==> src/hdl/frt_pkg.sv <==
`default_nettype none
// Shared constants for the free-running microsecond timer
package frt_pkg;

   // Bus geometry
   localparam int          FRT_ADDR_W       = 8;
   localparam int          FRT_DATA_W       = 32;

   // Register indices; the byte address is four times the index
   localparam logic [7:0]  FRT_IDX_LOW      = 8'h24;
   localparam logic [7:0]  FRT_IDX_HIGH     = 8'h25;
   localparam logic [7:0]  FRT_IDX_STAT     = 8'h26;
   localparam logic [7:0]  FRT_IDX_MASK     = 8'h27;
   localparam logic [7:0]  FRT_ADDR_LOW     = 8'(FRT_IDX_LOW * 4);
   localparam logic [7:0]  FRT_ADDR_HIGH    = 8'(FRT_IDX_HIGH * 4);
   localparam logic [7:0]  FRT_ADDR_STAT    = 8'(FRT_IDX_STAT * 4);
   localparam logic [7:0]  FRT_ADDR_MASK    = 8'(FRT_IDX_MASK * 4);

   // Counter geometry and field positions
   localparam int          FRT_CNT_W        = 12;
   localparam int          FRT_LOW_W        = 8;
   localparam int          FRT_HIGH_W       = 4;
   localparam int          FRT_EV_W         = 2;
   localparam int          FRT_EV_128       = 0;
   localparam int          FRT_EV_1024      = 1;

   // Interrupt periods in microseconds and the count bits that span them
   localparam int          FRT_P128_US      = 128;
   localparam int          FRT_P1024_US     = 1024;
   localparam int          FRT_P128_BITS    = $clog2(FRT_P128_US);
   localparam int          FRT_P1024_BITS   = $clog2(FRT_P1024_US);

   // Reset values
   localparam logic [11:0] FRT_COUNT_RST    = 12'h000;
   localparam logic [3:0]  FRT_HOLD_RST     = 4'h0;
   localparam logic [1:0]  FRT_STAT_RST     = 2'h0;
   localparam logic [1:0]  FRT_MASK_RST     = 2'h0;

   // Timing: 1 us tick from the 50 ns clock
   localparam int          FRT_CLK_NS       = 50;
   localparam int          FRT_TICK_NS      = 1000;
   localparam int          FRT_TICK_CYC     = FRT_TICK_NS / FRT_CLK_NS;
   localparam int          FRT_PRE_W        = $clog2(FRT_TICK_CYC);

   // Bus responses
   localparam logic [1:0]  FRT_RESP_OKAY    = 2'h0;
   localparam logic [1:0]  FRT_RESP_SLVERR  = 2'h2;

endpackage
`default_nettype wire

==> src/hdl/frt_tick_if.sv <==
`timescale 1ns/100ps
`default_nettype none
// Carries the microsecond tick from the prescaler to the timer core
interface frt_tick_if;
   logic tick;

   modport src (output tick);
   modport dst (input  tick);
endinterface
`default_nettype wire

==> src/hdl/frt_tick.sv <==
`timescale 1ns/100ps
`default_nettype none
// Prescaler: one-cycle pulse every microsecond
module frt_tick
   import frt_pkg::*;
(
   // Clock and reset
   input  wire logic aclk,
   input  wire logic aresetn,
   // Tick out
   frt_tick_if.src   tick_bus
);

   typedef struct packed {
      logic [FRT_PRE_W-1:0] pre;
      logic                 tick;
   } frt_pre_state_t;

   frt_pre_state_t s;
   frt_pre_state_t next_s;

   // Divide by the tick length; pulse is registered to keep it clean
   always_comb begin
      next_s = s;
      next_s.tick = 1'b0;
      if (s.pre == FRT_PRE_W'(FRT_TICK_CYC - 1)) begin
         next_s.pre = '0;
         next_s.tick = 1'b1;
      end else begin
         next_s.pre = s.pre + FRT_PRE_W'(1);
      end
   end

   always_ff @(posedge aclk) begin
      if (!aresetn) begin
         s <= '0;
      end else begin
         s <= next_s;
      end
   end

   assign tick_bus.tick = s.tick;

   // Tick spacing
   tick_gap_a: assert property (@(posedge aclk) disable iff (!aresetn)
      s.tick |=> !s.tick [*8])
      else $error("tick pulses too close");

endmodule
`default_nettype wire

==> src/hdl/frt_timer.sv <==
// Decided for this implementation: register access over AXI4-Lite.
`timescale 1ns/100ps
`default_nettype none
// Summary of operation
// - 12-bit counter increments once per microsecond tick, no software help.
// - Periodic interrupt event every 128 us derived from the count.
// - Second periodic interrupt event every 1.024 ms from the count.
// - Low byte read returns count[7:0] and captures count[11:8].
// - High byte read returns the captured nibble, not live bits.
// - Low byte register holds count bits 7..0, read-only.
// - High byte register holds captured bits 11..8, upper bits read zero.
module frt_timer
   import frt_pkg::*;
(
   // Clock and reset
   input  wire logic                  aclk,
   input  wire logic                  aresetn,
   // Write address channel
   input  wire logic                  awvalid,
   output logic                       awready,
   input  wire logic [FRT_ADDR_W-1:0] awaddr,
   // Write data channel
   input  wire logic                  wvalid,
   output logic                       wready,
   input  wire logic [FRT_DATA_W-1:0] wdata,
   input  wire logic [3:0]            wstrb,
   // Write response channel
   output logic                       bvalid,
   input  wire logic                  bready,
   output logic [1:0]                 bresp,
   // Read address channel
   input  wire logic                  arvalid,
   output logic                       arready,
   input  wire logic [FRT_ADDR_W-1:0] araddr,
   // Read data channel
   output logic                       rvalid,
   input  wire logic                  rready,
   output logic [FRT_DATA_W-1:0]      rdata,
   output logic [1:0]                 rresp,
   // Interrupt
   output logic                       irq
);

   // Whole state of the timer and its bus slave
   typedef struct packed {
      logic [FRT_CNT_W-1:0]  count;
      logic [FRT_HIGH_W-1:0] hold;
      logic [FRT_EV_W-1:0]   status;
      logic [FRT_EV_W-1:0]   mask;
      logic                  irq;
      logic                  awready;
      logic                  wready;
      logic                  aw_got;
      logic                  w_got;
      logic [FRT_ADDR_W-1:0] waddr;
      logic [FRT_DATA_W-1:0] wdata;
      logic [3:0]            wstrb;
      logic                  bvalid;
      logic [1:0]            bresp;
      logic                  arready;
      logic                  rvalid;
      logic [FRT_DATA_W-1:0] rdata;
      logic [1:0]            rresp;
   } frt_state_t;

   frt_state_t          s;
   frt_state_t          next_s;
   logic [FRT_EV_W-1:0] ev;
   logic                tick;

   // Microsecond prescaler kept apart so the core never counts raw clocks
   frt_tick_if tick_bus ();

   frt_tick u_tick (
      .aclk     (aclk),
      .aresetn  (aresetn),
      .tick_bus (tick_bus)
   );

   assign tick = tick_bus.tick;

   // Period events fire on the tick that rolls the low bits over
   always_comb begin
      ev = '0;
      ev[FRT_EV_128]  = tick && (&s.count[FRT_P128_BITS-1:0]);
      ev[FRT_EV_1024] = tick && (&s.count[FRT_P1024_BITS-1:0]);
   end

   // Next-state logic for counter, registers and both bus directions
   always_comb begin
      next_s = s;

      // Free count; the 12-bit sum wraps to zero after 4095 by itself
      if (tick) begin
         next_s.count = s.count + 12'h001;
      end

      // Address and data may arrive in either order; each is held once taken
      if (s.awready && awvalid) begin
         next_s.aw_got = 1'b1;
         next_s.waddr  = awaddr;
      end
      if (s.wready && wvalid) begin
         next_s.w_got = 1'b1;
         next_s.wdata = wdata;
         next_s.wstrb = wstrb;
      end

      // Perform the write once both halves are in and no response waits
      if (next_s.aw_got && next_s.w_got && !s.bvalid) begin
         next_s.aw_got = 1'b0;
         next_s.w_got  = 1'b0;
         next_s.bvalid = 1'b1;
         next_s.bresp  = FRT_RESP_OKAY;
         if (next_s.waddr == FRT_ADDR_STAT) begin
            if (next_s.wstrb[0]) begin
               next_s.status = s.status & ~next_s.wdata[FRT_EV_W-1:0];
            end
         end else if (next_s.waddr == FRT_ADDR_MASK) begin
            if (next_s.wstrb[0]) begin
               next_s.mask = next_s.wdata[FRT_EV_W-1:0];
            end
         end else if (next_s.waddr == FRT_ADDR_LOW ||
                      next_s.waddr == FRT_ADDR_HIGH) begin
            // Timer bytes are read-only; the write is dropped quietly
            next_s.bresp = FRT_RESP_OKAY;
         end else begin
            next_s.bresp = FRT_RESP_SLVERR;
         end
      end

      // An event in the same cycle as its clear wins over the clear
      next_s.status = next_s.status | ev;

      if (s.bvalid && bready) begin
         next_s.bvalid = 1'b0;
      end

      // Reads snapshot the state of this cycle; counting goes on untouched
      if (s.arready && arvalid) begin
         next_s.rvalid = 1'b1;
         next_s.rresp  = FRT_RESP_OKAY;
         next_s.rdata  = '0;
         if (araddr == FRT_ADDR_LOW) begin
            next_s.rdata = {24'h000000, s.count[FRT_LOW_W-1:0]};
            next_s.hold  = s.count[FRT_CNT_W-1:FRT_LOW_W];
         end else if (araddr == FRT_ADDR_HIGH) begin
            next_s.rdata = {28'h0000000, s.hold};
         end else if (araddr == FRT_ADDR_STAT) begin
            next_s.rdata = {30'h00000000, s.status};
         end else if (araddr == FRT_ADDR_MASK) begin
            next_s.rdata = {30'h00000000, s.mask};
         end else begin
            next_s.rresp = FRT_RESP_SLVERR;
         end
      end else if (s.rvalid && rready) begin
         next_s.rvalid = 1'b0;
      end

      // Readies come from flops; they drop while a transfer is pending
      next_s.awready = !next_s.aw_got && !next_s.bvalid;
      next_s.wready  = !next_s.w_got && !next_s.bvalid;
      next_s.arready = !next_s.rvalid;

      // Level interrupt, registered so the pin never glitches
      next_s.irq = |(next_s.status & next_s.mask);
   end

   // Single state register; reset clears count and holding nibble
   always_ff @(posedge aclk) begin
      if (!aresetn) begin
         s        <= '0;
         s.count  <= FRT_COUNT_RST;
         s.hold   <= FRT_HOLD_RST;
         s.status <= FRT_STAT_RST;
         s.mask   <= FRT_MASK_RST;
      end else begin
         s <= next_s;
      end
   end

   // Outputs straight from the state register
   assign awready = s.awready;
   assign wready  = s.wready;
   assign bvalid  = s.bvalid;
   assign bresp   = s.bresp;
   assign arready = s.arready;
   assign rvalid  = s.rvalid;
   assign rdata   = s.rdata;
   assign rresp   = s.rresp;
   assign irq     = s.irq;

   // Counter advances by exactly one per tick
   count_step_a: assert property (@(posedge aclk) disable iff (!aresetn)
      tick |=> s.count == 12'($past(s.count) + 12'h001))
      else $error("count did not step on tick");

   // Counter holds between ticks, even across register reads
   count_hold_a: assert property (@(posedge aclk) disable iff (!aresetn)
      !tick |=> $stable(s.count))
      else $error("count moved without a tick");

   // Top of range wraps to zero
   count_wrap_a: assert property (@(posedge aclk) disable iff (!aresetn)
      (tick && s.count == 12'hfff) |=> s.count == 12'h000)
      else $error("count did not wrap");

   // 128 us event sets its status bit
   ev_short_a: assert property (@(posedge aclk) disable iff (!aresetn)
      (tick && s.count[6:0] == 7'h7f) |=> s.status[FRT_EV_128])
      else $error("128 us event lost");

   // 1.024 ms event sets its status bit and lands with the short one
   ev_long_a: assert property (@(posedge aclk) disable iff (!aresetn)
      (tick && s.count[9:0] == 10'h3ff)
         |=> s.status[FRT_EV_1024] && s.status[FRT_EV_128])
      else $error("1.024 ms event lost");

   // Long event never fires off its period
   ev_long_only_a: assert property (@(posedge aclk) disable iff (!aresetn)
      (!$past(s.status[FRT_EV_1024]) && s.status[FRT_EV_1024])
         |-> $past(s.count[9:0]) == 10'h3ff && $past(tick))
      else $error("1.024 ms event at wrong count");

   // Low byte read returns the live low bits and captures the nibble
   low_read_a: assert property (@(posedge aclk) disable iff (!aresetn)
      (s.arready && arvalid && araddr == FRT_ADDR_LOW)
         |=> s.rvalid && s.rdata == {24'h000000, $past(s.count[7:0])}
             && s.hold == $past(s.count[11:8]))
      else $error("low byte read wrong");

   // High byte read returns the held nibble with zero upper bits
   high_read_a: assert property (@(posedge aclk) disable iff (!aresetn)
      (s.arready && arvalid && araddr == FRT_ADDR_HIGH)
         |=> s.rvalid && s.rdata == {28'h0000000, $past(s.hold)})
      else $error("high byte read wrong");

   // Holding nibble changes only through a low byte read
   hold_keep_a: assert property (@(posedge aclk) disable iff (!aresetn)
      !(s.arready && arvalid && araddr == FRT_ADDR_LOW) |=> $stable(s.hold))
      else $error("hold nibble changed without low read");

   // Low timer byte ignores writes
   ro_bytes_a: assert property (@(posedge aclk) disable iff (!aresetn)
      (s.awready && awvalid && awaddr == FRT_ADDR_LOW && !tick)
         |=> s.count == $past(s.count) || $past(tick, 1))
      else $error("write disturbed count");

   // A write response stands with a steady code until the master takes it
   bvalid_hold_a: assert property (@(posedge aclk) disable iff (!aresetn)
      s.bvalid && !bready |=> s.bvalid && $stable(s.bresp))
      else $error("write response dropped early");

   // Read data stand unchanged until the master takes them
   rvalid_hold_a: assert property (@(posedge aclk) disable iff (!aresetn)
      s.rvalid && !rready
         |=> s.rvalid && $stable(s.rdata) && $stable(s.rresp))
      else $error("read data dropped early");

   // No new write address while a response waits
   aw_block_a: assert property (@(posedge aclk) disable iff (!aresetn)
      s.bvalid |-> !s.awready)
      else $error("write address open during response");

   // No new write data while a response waits
   w_block_a: assert property (@(posedge aclk) disable iff (!aresetn)
      s.bvalid |-> !s.wready)
      else $error("write data open during response");

   // Only one read in flight
   ar_block_a: assert property (@(posedge aclk) disable iff (!aresetn)
      s.rvalid |-> !s.arready)
      else $error("read address open during read data");

   // Read address reopens the cycle after the data are taken
   ar_back_a: assert property (@(posedge aclk) disable iff (!aresetn)
      s.rvalid && rready |=> s.arready)
      else $error("read address did not reopen");

   // Write channels reopen the cycle after the response is taken
   aw_back_a: assert property (@(posedge aclk) disable iff (!aresetn)
      s.bvalid && bready |=> s.awready && s.wready)
      else $error("write channels did not reopen");

   // Both write halves in one cycle give a response one cycle later
   b_answer_a: assert property (@(posedge aclk) disable iff (!aresetn)
      s.awready && awvalid && s.wready && wvalid |=> s.bvalid)
      else $error("write response late");

   // A taken read address gives data one cycle later
   r_answer_a: assert property (@(posedge aclk) disable iff (!aresetn)
      s.arready && arvalid |=> s.rvalid)
      else $error("read data late");

   // Unmapped reads answer with an error
   rd_err_a: assert property (@(posedge aclk) disable iff (!aresetn)
      s.arready && arvalid && araddr[7:4] == 4'h0
         |=> s.rresp == FRT_RESP_SLVERR)
      else $error("unmapped read not refused");

   // Low byte read has nothing above bit 7
   low_zero_a: assert property (@(posedge aclk)
      disable iff (!aresetn)
      s.arready && arvalid && araddr == FRT_ADDR_LOW
         |=> s.rdata[31:8] == 24'h000000)
      else $error("low byte read has upper bits");

   // Reserved bits of the high byte read as zero
   high_zero_a: assert property (@(posedge aclk)
      disable iff (!aresetn)
      s.arready && arvalid && araddr == FRT_ADDR_HIGH
         |=> s.rdata[31:4] == 28'h0000000)
      else $error("high byte reserved bits set");

   // Short event never fires off its period
   short_once_a: assert property (@(posedge aclk)
      disable iff (!aresetn)
      (!$past(s.status[FRT_EV_128]) && s.status[FRT_EV_128])
         |-> $past(s.count[6:0]) == 7'h7f && $past(tick))
      else $error("128 us event at wrong count");

   // Short status bit is sticky: it falls only with a completed write
   short_stick_a: assert property (@(posedge aclk)
      disable iff (!aresetn)
      $fell(s.status[FRT_EV_128]) |-> $rose(s.bvalid))
      else $error("128 us status lost without a clear");

   // Long status bit is sticky as well
   long_stick_a: assert property (@(posedge aclk)
      disable iff (!aresetn)
      $fell(s.status[FRT_EV_1024]) |-> $rose(s.bvalid))
      else $error("1.024 ms status lost without a clear");

   // Interrupt pin follows the unmasked status
   irq_level_a: assert property (@(posedge aclk) disable iff (!aresetn)
      s.irq == |(s.status & s.mask))
      else $error("irq does not follow status and mask");

   // Ticks come exactly one microsecond apart
   tick_period_a: assert property (@(posedge aclk)
      disable iff (!aresetn)
      tick |-> ##20 tick)
      else $error("tick period wrong");

endmodule
`default_nettype wire

==> config.mk <==
export PLATFORM = sky130hd
export DESIGN_NAME = frt_timer
export DESIGN_NICKNAME = d
export VERILOG_FILES = /design/src/hdl/frt_pkg.sv /design/src/hdl/frt_tick_if.sv /design/src/hdl/frt_tick.sv /design/src/hdl/frt_timer.sv
export SDC_FILE = /design/constraint.sdc
export NUM_CORES = 1
export LEC_CHECK = 0
export ABC_AREA = 1
export BUFFER_PORTS_ARGS = -buffer_cell sky130_fd_sc_hd__clkbuf_2
export CORE_AREA = 2 2 78 80
export DETAILED_ROUTE_END_ITERATION = 16
export DIE_AREA = 0 0 80 82
export PLACE_DENSITY = 0.86
export SETUP_SLACK_MARGIN = 0.3
export SKIP_LAST_GASP = 1
export SLEW_MARGIN = 30
export SYNTH_ARGS = -nofsm -noshare
export SYNTH_HDL_FRONTEND = slang
export SYNTH_HIERARCHICAL = 1
export SYNTH_SLANG_ARGS = --single-unit
==> constraint.sdc <==
create_clock -name aclk -period 1.8 [get_ports aclk]
set_input_delay 0.36 -clock aclk [delete_from_list [all_inputs] [get_ports aclk]]
set_output_delay 0.36 -clock aclk [all_outputs]
set_load 0.03 [all_outputs]
# == Word-level counts from Yosys, hierarchy flattened ==
# Index checks and enable logic that the tools add are counted.
# totals
inputBits,59
out_inout_bits,42
register_bits,84
word_cells,86
# classes
n_reduce_logical,22
bitwise_logic,5
n_eq_ne,9
add_sub_neg,2
muxes,27
# op_table
op,count
== test 8 bit (second input constant),8
2-to-1 mux 2 bit,15
2-to-1 mux 8 bit,2
adder 12 x 1 -> 12 bit (second input constant),1
logical AND 1 bit,11
AND reduction 10 bit,1
2-to-1 mux 4 bit,2
AND reduction 7 bit,1
2-to-1 mux 1 bit,6
2-to-1 mux 6 bit,1
adder 5 x 1 -> 5 bit (second input constant),1
== test 5 bit (second input constant),1
logical NOT 1 bit,5
AND 2 bit,2
OR reduction 2 bit,2
2-to-1 mux 3 bit,1
inverter 2 bit,1
bitwise OR 2 bit,1
AND reduction 2 bit,1
logical OR 1 bit,1
inverter 1 bit,1

# == Depth between registers and ports, before layout ==
# Gate-level depths: netlist (run 1).
# depth
ltp_word,11
depth_mapped,11
mapped_depth_nobuf,10

# == Hierarchy ==
# Netlist (run 1), hierarchy kept.
# by_module_without_submodules
mod,area_per_inst_um2,cells_per_inst,instances,seq_area_each_um2
frt_timer,2444.8,332,1,980.9
frt_tick,262.8,34,1,120.1

# == Worst setup path after synthesis (run 1) ==
# Ideal clock, no wire load.
# synth_path
path_kind,flip-flop to flip-flop
start,"register s, in the netlist awready"
end,"register s, in the netlist irq"
synth_period_minus_slack_ns,1.579
arrival_time_ns,1.467
slack_ns,0.221
path_buffers,1
stages_incl_launch_ff,11
t_required_ns,1.688
setup_ns,0.112
path_cell_list,dfxtp_1 buf_4 nand2_4 nand2_2 nand3_4 nor2_2 nand4_1 nand2_1 nand2_1 nand2_1 nand2_1
# synth_via
elab_chain_len,8
elab_cells_between_ends,14
cone_classes,2 x eq/ne; 6 x mux; 2 x bitwise; 4 x reduce/logical
# synth_rtl
item,line_no,text
from (decl),frt_timer.sv:66,frt_state_t s;
from (signal assigned),frt_timer.sv:178,s <= next_s;
logical AND 1 bit (*),frt_timer.sv:99,if (s.awready && awvalid) begin
2-to-1 mux 8 bit or 2-to-1 mux 1 bit (tied branches),frt_timer.sv:99,
== test 8 bit (tied with other cells),frt_timer.sv:115,if (next_s.waddr == FRT_ADDR_STAT) begin
2-to-1 mux 2 bit (tied with other cells),frt_timer.sv:115,
2-to-1 mux 4 bit (*),frt_timer.sv:110,if (next_s.aw_got && next_s.w_got && !s.bvalid) begin
bitwise OR 2 bit or 2-to-1 mux 4 bit (tied branches),"frt_timer.sv:133, frt_timer.sv:110",
AND 2 bit (*),frt_timer.sv:166,next_s.irq = |(next_s.status & next_s.mask);
OR reduction 2 bit (*),frt_timer.sv:166,
# Every way passes the cells marked *; elsewhere a longest branch is shown, timed or not.
# A chain may end at the register's enable or synchronous reset.

# == Final worst setup path (run 1) ==
# Same ends and word-level chain as after synthesis.

==> results summary, run 1 <==
The count of buffers added on input and output ports is 41. The path category of the worst min-delay check is input pin to register. The number of DRC markers in iteration 0 is 118. The number of iterations in the first detailed-routing pass came out at 4. The largest single stage delay on the critical path is 430 ps. The cell with the largest stage delay on the worst path is dfxtp_4.

The starting density of the core came out at 47.13%. The maximum ir drop on the vdd rail came out at 0.4120 mV. The startpoint identified for the worst register-to-register timing path is awready$_SDFF_PN0_.

The number of synthesis warnings is 6. Cells with a size suffix above 1 make up 24.20% of the layout. The routability-driven placement congestion ratio came out at 0.8557. The x dimension of the die came out at 80 µm. The number of hold buffers added after CTS was 0. In this design, the critical path's most frequently occurring cell is nand2_1. Setup slack on the critical path of the routed design comes to 328.4 ps. The clock share of power is 29.0%. The maximum number of pins on one net before global-route repair is 19. For the finished layout, the period the worst path requires is 1472 ps. A synthesized cell averages 7.398 µm². The overall die height came out at 82 µm. The count of distinct cell types in the synthesized netlist came out at 34. In this run, flip-flops and latches consume 53.5% of the power.

The leakage power total came out at 1.401 nW. The critical path depth in cells is 10. The floorplan step defined a die boundary enclosing 6560 µm². The multi-input combinational cells in the finished layout cover a total of 1297 µm². The async set or reset register ratio after synthesis came out at 0%. Yosys attributes the largest share of cell area to dfxtp_1 (41%), nand2_1 (11%), buf_4 (11%). The via count of the first global-routing pass came out at 2030. The boundary pin count came out at 101. Yosys instantiated no cell more often than nand2_1.

The worst clock skew on the final layout came out at 15.90 ps. The share of the synthesized area in the top cell type came out at 40.67%. The worst setup path is launched from a register. The terminus of the critical flop-to-flop path is irq$_SDFF_PN0_.

Ranked by instance count, the synthesized netlist is headed by nand2_1 (77), dfxtp_1 (55), inv_1 (40). After synthesis the cells add up to 2708 µm². The timing endpoint of the critical path is irq$_SDFF_PN0_. The post-route fraction of the period consumed by the critical path is 81.75%. The remaining global-route overflow came out at 0. Across all layers, the routed design uses 2333 vias. The tightest hold path in the finished design has a slack of 312.1 ps.

The core box area came out at 5746 µm². The number of pins exceeding their max-slew limit in the final report came out at 0. Cell internal power was estimated by the tool at 1.677 mW.

The number of H-tree branching levels is 2. The power density relative to cell area came out at 800.3 nW/µm². The placed cell area came out at 2818 µm². The critical path goes through buf_6 > nand3_1 > nand2_1 > nand2_1 > nor2_2 > nand3_1 > nand2_1 > a21oi_1 > nand2_1 > nand2_1. The net switching power of the design is 753.5 µW. The clock-pin slew of the registers on the worst-case setup and hold paths came out at 110 ps. The highest fanout seen on the critical path came out at 6.

Summed over all nets, the half-perimeter wirelength after detailed placement is 3.928 mm. The insertion delay to the later sink of the worst-skew pair is 310 ps. The largest area contributor in the netlist is dfxtp_1. Setup repair after global routing could not meet its margin everywhere. In this design, the largest share of critical-path delay is due to simple AND/OR/NAND/NOR gates.

The total count of hold-check failures in the final report came out at 0. The worst slack at placement is 98.49 ps. The detailed-route wire length is 5.360 mm.

The number of violations of the max-capacitance limit came out at 0. The critical path is of the register to register type. The share of total power dissipated in combinational logic is 17.5%. In this run the worst setup path begins at awready$_SDFF_PN0_. The tree built by TritonCTS fans out to 55 sinks.

The sequential cell area in the final layout is 1114 µm². The number of core rows is 28. The number of synthesized flops with an enable pin is 0.

The antenna diode count came out at 0. The sequential fraction of the synthesis area came out at 40.67%. The post-detailed-route DRC marker count is 0. The number of buffer and inverter instances along the worst setup path is 1.

The final layout contains 465 nets. The required time at the endpoint of the critical path came out at 2020 ps. The number of cells traversed by the worst register-to-register path is 10.

The total setup violations reported at the end of the flow came out at 0. The layout-stage area growth over the synthesis result is 12.15%. The number of buffers created by CTS came out at 5. TritonCTS built the clock tree.

The number of inserted filler cells in the final layout is 551. The count of nets left with antenna violations after detail routing is 0. The first-pass GRT wire length is 8.500 mm.

The critical path arrival is 1690 ps. The master cell of the clock root buffer is clkbuf_8. The net switching fraction of the power came out at 31.00%. The post-synthesis register bit count is 55. After detailed routing, the average wire length per cell comes to 11.17 µm. The finished cells cover 3037 µm².

The post-synthesis instance total came out at 366. The maximum number of buffers from clock root to sink is 2. After detailed routing, the number of vias per cell comes to 4.860. The number of antenna violations at the first check in global routing came out at 0. The run finished with clean final reports. The timing-limited maximum frequency is 679.5 MHz.

The summed negative setup slack over all endpoints is 0 ps. Across every metal layer, demand over resource in global routing totals 16.15%. The worst setup path is captured at a register.

For this run, the leading register cell type out of synthesis is dfxtp_1. The setup slack of the worst register-to-register path came out at 330 ps.
[cell families (layout without fill, tap and decap cells)]
kind of cell	count (synthesis)	after routing	synth area share, %
other cells	1	26	0.1385
compound gates	51	51	10.30
xor+xnor	3	3	0.9706
fa+ha+maj	2	2	0.9241
buf+inv	86	100	17.47
flops	55	55	40.67
simple gates	168	168	29.53
[power groups by stage]
stage                     registers (mW)  logic (mW)  clock network, mW
after floorplan                     1.33       0.312                  0
after global placement              1.32       0.351                  0
after detailed placement            1.33       0.360                  0
after CTS                           1.30       0.366              0.707
after global routing                1.31       0.470              0.764
final                               1.30       0.426              0.704
[final cells by class]
| cell class | instances | area share (%) |
|---|---|---|
| Clock buffer | 5 | 2.266 |
| Multi-Input combinational cell | 250 | 42.73 |
| Sequential cell | 55 | 36.67 |
| Inverter | 42 | 5.192 |
| Timing Repair Buffer | 50 | 9.230 |
| Tap cell | 75 | 3.090 |
| Clock inverter | 3 | 0.8241 |
[metrics by stage]
step	power, mW	cells	utilization [%]
2_1_floorplan	1.647	391	-
6_report	2.430	480	52.85
4_1_cts	2.373	475	50.85
5_1_grt	2.539	480	52.85
3_3_place_gp	1.675	467	49.04
3_5_place_dp	1.687	467	49.04
[worst min path at each step]
stage | startpoint | endpoint | slack [ps] | cells past startpoint
floorplan | u_tick/s[1]$_SDFF_PP0_ | u_tick/s[1]$_SDFF_PP0_ | 430 | 1
global placement | u_tick/s[1]$_SDFF_PP0_ | u_tick/s[1]$_SDFF_PP0_ | 440 | 1
detailed placement | u_tick/s[1]$_SDFF_PP0_ | u_tick/s[1]$_SDFF_PP0_ | 450 | 1
CTS | awaddr[3] | s[78]$_SDFF_PN0_ | 320 | 3
global route | wstrb[0] | s[39]$_SDFF_PN0_ | 330 | 3
finish | awaddr[3] | s[78]$_SDFF_PN0_ | 310 | 3
[metal layers]
layer	wire, µm	vias to the layer above	share of wire, %	global-route usage [%]
met5	0	-	0	0
met4	78	0	1.5	6.102
met3	344	7	6.4	3.846
met2	2624	91	49	28.75
met1	2312	1042	43	18.83
li1	-	1193	-	-
[timing repair]
| action | CTS | global route |
|---|---|---|
| pin swaps | 0 | 12 |
| gates resized for setup | 4 | 25 |
| setup buffers | 0 | 5 |
| setup endpoints to repair | 1 | 6 |
[state kept, by name, indices dropped and copies added, names as in the netlist]
register,flops
wready,1
u_tick/s,5
awready,1
rresp,1
irq,1
u_tick/tick_bus.tick,1
bvalid,1
arready,1
rvalid,1
rdata,8
bresp,1
s,33
[layout by cell type, fill, tap and decap left out, types with 2 or more instances in the layout]
cell / instances
nand3_4: 2
a31oi_2: 2
clkbuf_8: 5
clkinv_4: 2
dfxtp_2: 7
buf_6: 2
nor2_2: 5
o21ai_0: 13
inv_1: 40
a21oi_1: 32
nor2_1: 29
nor2_4: 3
xnor2_1: 2
buf_4: 7
o21a_1: 2
nand4_1: 10
clkbuf_2: 41
nand2_2: 9
dfxtp_1: 47
conb_1: 26
nand2_1: 72
nor3_1: 2
nand3_1: 25
nand3_2: 3
[worst register-to-register path, delay by kind of cell, from the launching register on]
family	cells	cell delay, ps
DFF	1	430
and+or+nand+nor	8	750
buffers and inverters	1	130
AOI/OAI and AO/OA	1	80
Note: power is estimated with default switching activity, not from simulation.
==> inputs of run 2 (changes only) <==
--- a/config.mk
+++ b/config.mk
@@ -5,11 +5,11 @@
 export SDC_FILE = /design/constraint.sdc
 export NUM_CORES = 1
 export LEC_CHECK = 0
-export ABC_AREA = 1
+export ABC_AREA = 0
 export BUFFER_PORTS_ARGS = -buffer_cell sky130_fd_sc_hd__clkbuf_2
-export CORE_AREA = 2 2 78 80
+export CORE_AREA = 2 2 77 79
 export DETAILED_ROUTE_END_ITERATION = 16
-export DIE_AREA = 0 0 80 82
+export DIE_AREA = 0 0 79 81
 export PLACE_DENSITY = 0.86
 export SETUP_SLACK_MARGIN = 0.3
 export SKIP_LAST_GASP = 1
==> constraint.sdc (replaced) <==
create_clock -name aclk -period 1.4 [get_ports aclk]
set_input_delay 0.28 -clock aclk [delete_from_list [all_inputs] [get_ports aclk]]
set_output_delay 0.28 -clock aclk [all_outputs]
set_load 0.03 [all_outputs]
==> run 2 against run 1 <==
Effect of this change: the run now ends with negative setup slack left; clock skew fell by 2.0 ps; register-to-register slack got worse by 700 ps; non-clock buffer count rose by 38; first-iteration DRC count rose by 16%; cell count fell by 7.5%; critical path type unchanged; largest power group unchanged.
==> results summary, run 2 <==
The flow ran to the end, but the final reports show violations. The final reports fail on negative setup slack. The combined area of the multi-input logic cells came out at 1550 µm². The adder-cell share of the synthesized area came out at 0.9751%. In the routed design, unresolved DRC markers number 0. The multiplexer area fraction after synthesis is 3.608%. The met3 capacity usage during global routing came out at 4.222%. Data arrives at the worst endpoint at 1970 ps. The leakage power total is 1.467 nW.

After layout, the worst path uses 126.2% of the clock period. For this design, the CTS-stage hold fixing added 0 buffers. After layout, the minimum clock period comes to 1767 ps.

The sink count of the clock tree came out at 55. Entering global routing, the biggest net connects 17 pins. The timing-limited maximum frequency is 565.8 MHz.

The floorplan die area is 6399 µm². The clock passes through at most 2 buffers. For this run, asynchronously set or reset flops after synthesis account for 0%. The primary flip-flop cell chosen by synthesis mapping is dfxtp_1.

The number of pins exceeding their max-slew limit in the final report is 0. In this run the power density over the cells is 820.7 nW/µm². The average detailed-routed wire length per instance came out at 15.11 µm. The floorplan has 28 rows.

The core box area came out at 5675 µm². The maximum ir drop on the vdd rail is 0.4238 mV. After synthesis, the largest family of logic cells by area is simple AND/OR/NAND/NOR gates.

The number of antenna violations at the first check in global routing is 0. The via count of the first global-routing pass came out at 2142. Walking the worst path, the cells encountered are nor4b_4 > nand4b_1 > a22oi_4 > buf_6 > nand4_1 > a21oi_2 > o32ai_2.

The biggest cell delay along the critical path came out at 340 ps. The number of synthesis warnings came out at 6. The number of buffers created by CTS is 5.

The number of cells traversed by the worst register-to-register path came out at 7. The total of buffers placed on input and output ports is 41. The number of flip-flops in the largest register is 33. The TritonCTS clock tree is done. In this run the critical register-to-register path is launched from s[80]$_SDFF_PN0_. The placed cell area came out at 2900 µm².

For the final database, setup skew stands at 13.91 ps. The x dimension of the die is 79 µm. The worst hold path was traced through 3 stages. In this run the remaining antenna-violating nets after routing total 0. The cell count after synthesis came out at 295.

The average cell area after synthesis is 8.699 µm². The total setup violations reported at the end of the flow is 5. The path category of the worst min-delay check is input pin to register.

The startpoint of the most critical hold path is awaddr[4]. The number of synthesized flops with an enable pin came out at 0. The sequential fraction of the synthesis area came out at 42.91%. The area fraction in compound gates after synthesis came out at 9.556%. The simple-gate share of the synthesized area came out at 26.28%. The total count of hold-check failures in the final report is 0. The highest-utilization routing layer at the global route stage is met2. The master cell of the clock root buffer is clkbuf_8. In the synthesized netlist, the cells that appear most often are dfxtp_1 (55), buf_4 (36), nand2_1 (36). The fraction of final layout cells sized beyond drive strength 1 is 48.51%.

The number of iterations in the first detailed-routing pass is 4. The number of violations of the max-capacitance limit is 0. The leading cell type in the layout, fill and taps excluded is buf_4. After the last flow step, the layout net total stands at 430. The setup slack of the worst register-to-register path came out at -370 ps. The count of distinct cell types in the synthesized netlist is 41.

Detailed placement finished with a half-perimeter wire length of 3.861 mm. The number of DRC markers in iteration 0 came out at 137. By area the synthesized netlist is led by dfxtp_1 (43%), buf_4 (11%), a21oi_1 (5.3%). For the final routed database, the setup TNS stands at -1520 ps.

The boundary pin count came out at 101. The worst setup path is captured at a register. The cell count after placement came out at 408. Across all setup checks in the final design, the least slack found is -367.3 ps. The congestion estimate from routability-driven global placement came to 0.8118. The type of the setup path with the least slack is register to register. Prior to clock tree synthesis, the placed netlist has a worst setup slack of -389.9 ps.

The first-pass GRT wire length came out at 9.673 mm. Setup repair after global routing could not meet its margin everywhere. The fraction of synthesized cell area in xor and xnor cells is 3.754%. The vias per cell is 5.191. The share of the synthesized area in the top cell type is 42.91%. For hold timing, the worst endpoint is s[79]$_SDFF_PN0_.

dfxtp_1 takes more of the synthesized area than any other cell. The layout has 399 filler cells. Registers take 1145 µm². The global routing usage on met1 is 20.94%. Compared with the post-synthesis result, the final layout area differs by 42.81%. The highest fanout seen on the critical path is 4. In the layout the commonest cells are buf_4 (33), nand2_1 (32), dfxtp_1 (28), conb_1 (26), nor2_1 (25). The vias after detailed routing is 2305.

CTS built an H-tree with a depth of 2. The clock-pin slew of the registers on the worst-case setup and hold paths is 100 ps. The largest register by flop count is s. The detailed-route wire length is 6.709 mm.

The global routing met2 resource utilization came out at 35.68%. Global routing finished with a remaining overflow of 0. The kind of cell with the highest combined delay on the critical path is simple AND/OR/NAND/NOR gates. The required time at the endpoint of the critical path came out at 1600 ps. The antenna diode count came out at 0. The worst register-to-register path ends at irq$_SDFF_PN0_.

Measured along the y axis, the die boundary spans 81 µm. For this configuration, the core starts out at a cell density of 45.22%. STA classifies the critical path startpoint as a register. At the later pin of the worst-skew pair, clock insertion delay measures 310 ps. The most common cell in the synthesized netlist is dfxtp_1. The total standard cell area after synthesis is 2566 µm². The final design area excluding fillers came out at 3665 µm². The cell with the largest stage delay on the worst path is dfxtp_2. For this run, the total global-route usage over all layers was measured as 19.11%.

For this run, the number of standard cells in the final layout without fillers is 444. The post-synthesis register bit count is 55. The number of buffer and inverter instances along the worst setup path is 1.
==> run 2: cells by family after synthesis <==
group	after synthesis
and+or+nand+nor	126
DFF	55
buffers and inverters	50
AOI/OAI and AO/OA	41
xor gates and xnor gates	11
muxes	9
adders and majority gates	2
other	1
==> run 2: how the worst max path moves through the flow <==
stage / endpoint / slack (ps) / startpoint / cells past startpoint
floorplan: irq$_SDFF_PN0_ / -60 / s[80]$_SDFF_PN0_ / 6
global placement: irq$_SDFF_PN0_ / -410 / awaddr[5] / 7
detailed placement: irq$_SDFF_PN0_ / -390 / awaddr[5] / 7
CTS: irq$_SDFF_PN0_ / -320 / s[76]$_SDFF_PN0_ / 7
global route: irq$_SDFF_PN0_ / -430 / s[80]$_SDFF_PN0_ / 7
finish: irq$_SDFF_PN0_ / -370 / s[80]$_SDFF_PN0_ / 7
==> run 2: layout make-up <==
class	count	area share (%)
clock buffer	6	1.980
clock inverter	1	0.1707
inverter	4	0.4097
multi-input combinational	215	42.30
sequential	55	31.24
tap	75	2.561
timing repair buffer	88	21.34
==> run 2: metrics by stage <==
| step | hold WS (ps) | utilization (%) | total power, mW |
|---|---|---|---|
| after floorplan | 397.8 | - | 2.006 |
| after global placement | 430.2 | 51.10 | 2.050 |
| after detailed placement | 449.3 | 51.10 | 2.065 |
| after CTS | 206.5 | 59.90 | 2.939 |
| after global routing | 218.9 | 64.57 | 3.120 |
| final | 205.7 | 64.57 | 3.008 |
==> run 2: where the power goes <==
| part | internal (mW) | total [mW] | switching, mW |
|---|---|---|---|
| clock | 0.346 | 0.838 | 0.492 |
| combinational | 0.207 | 0.519 | 0.312 |
| sequential | 1.61 | 1.65 | 0.0451 |
==> run 2: repair_timing <==
item                                    4_1_cts  5_1_grt
pin swaps                                    24       23
gates resized for setup                      79       42
buffers inserted                             15       14
endpoints found under the setup margin       46       52
gates cloned                                  0        0
==> run 2: tightest hold or removal path: stages <==
cell and delay [ps]:
clkbuf_2 90, nand2_1 50, a21oi_1 50
==> run 2: routing by layer <==
layer | up-vias | share of wire [%]
met5 | - | 0
met4 | 0 | 2.1
met3 | 17 | 5.9
met2 | 91 | 54
met1 | 1104 | 38
li1 | 1093 | -
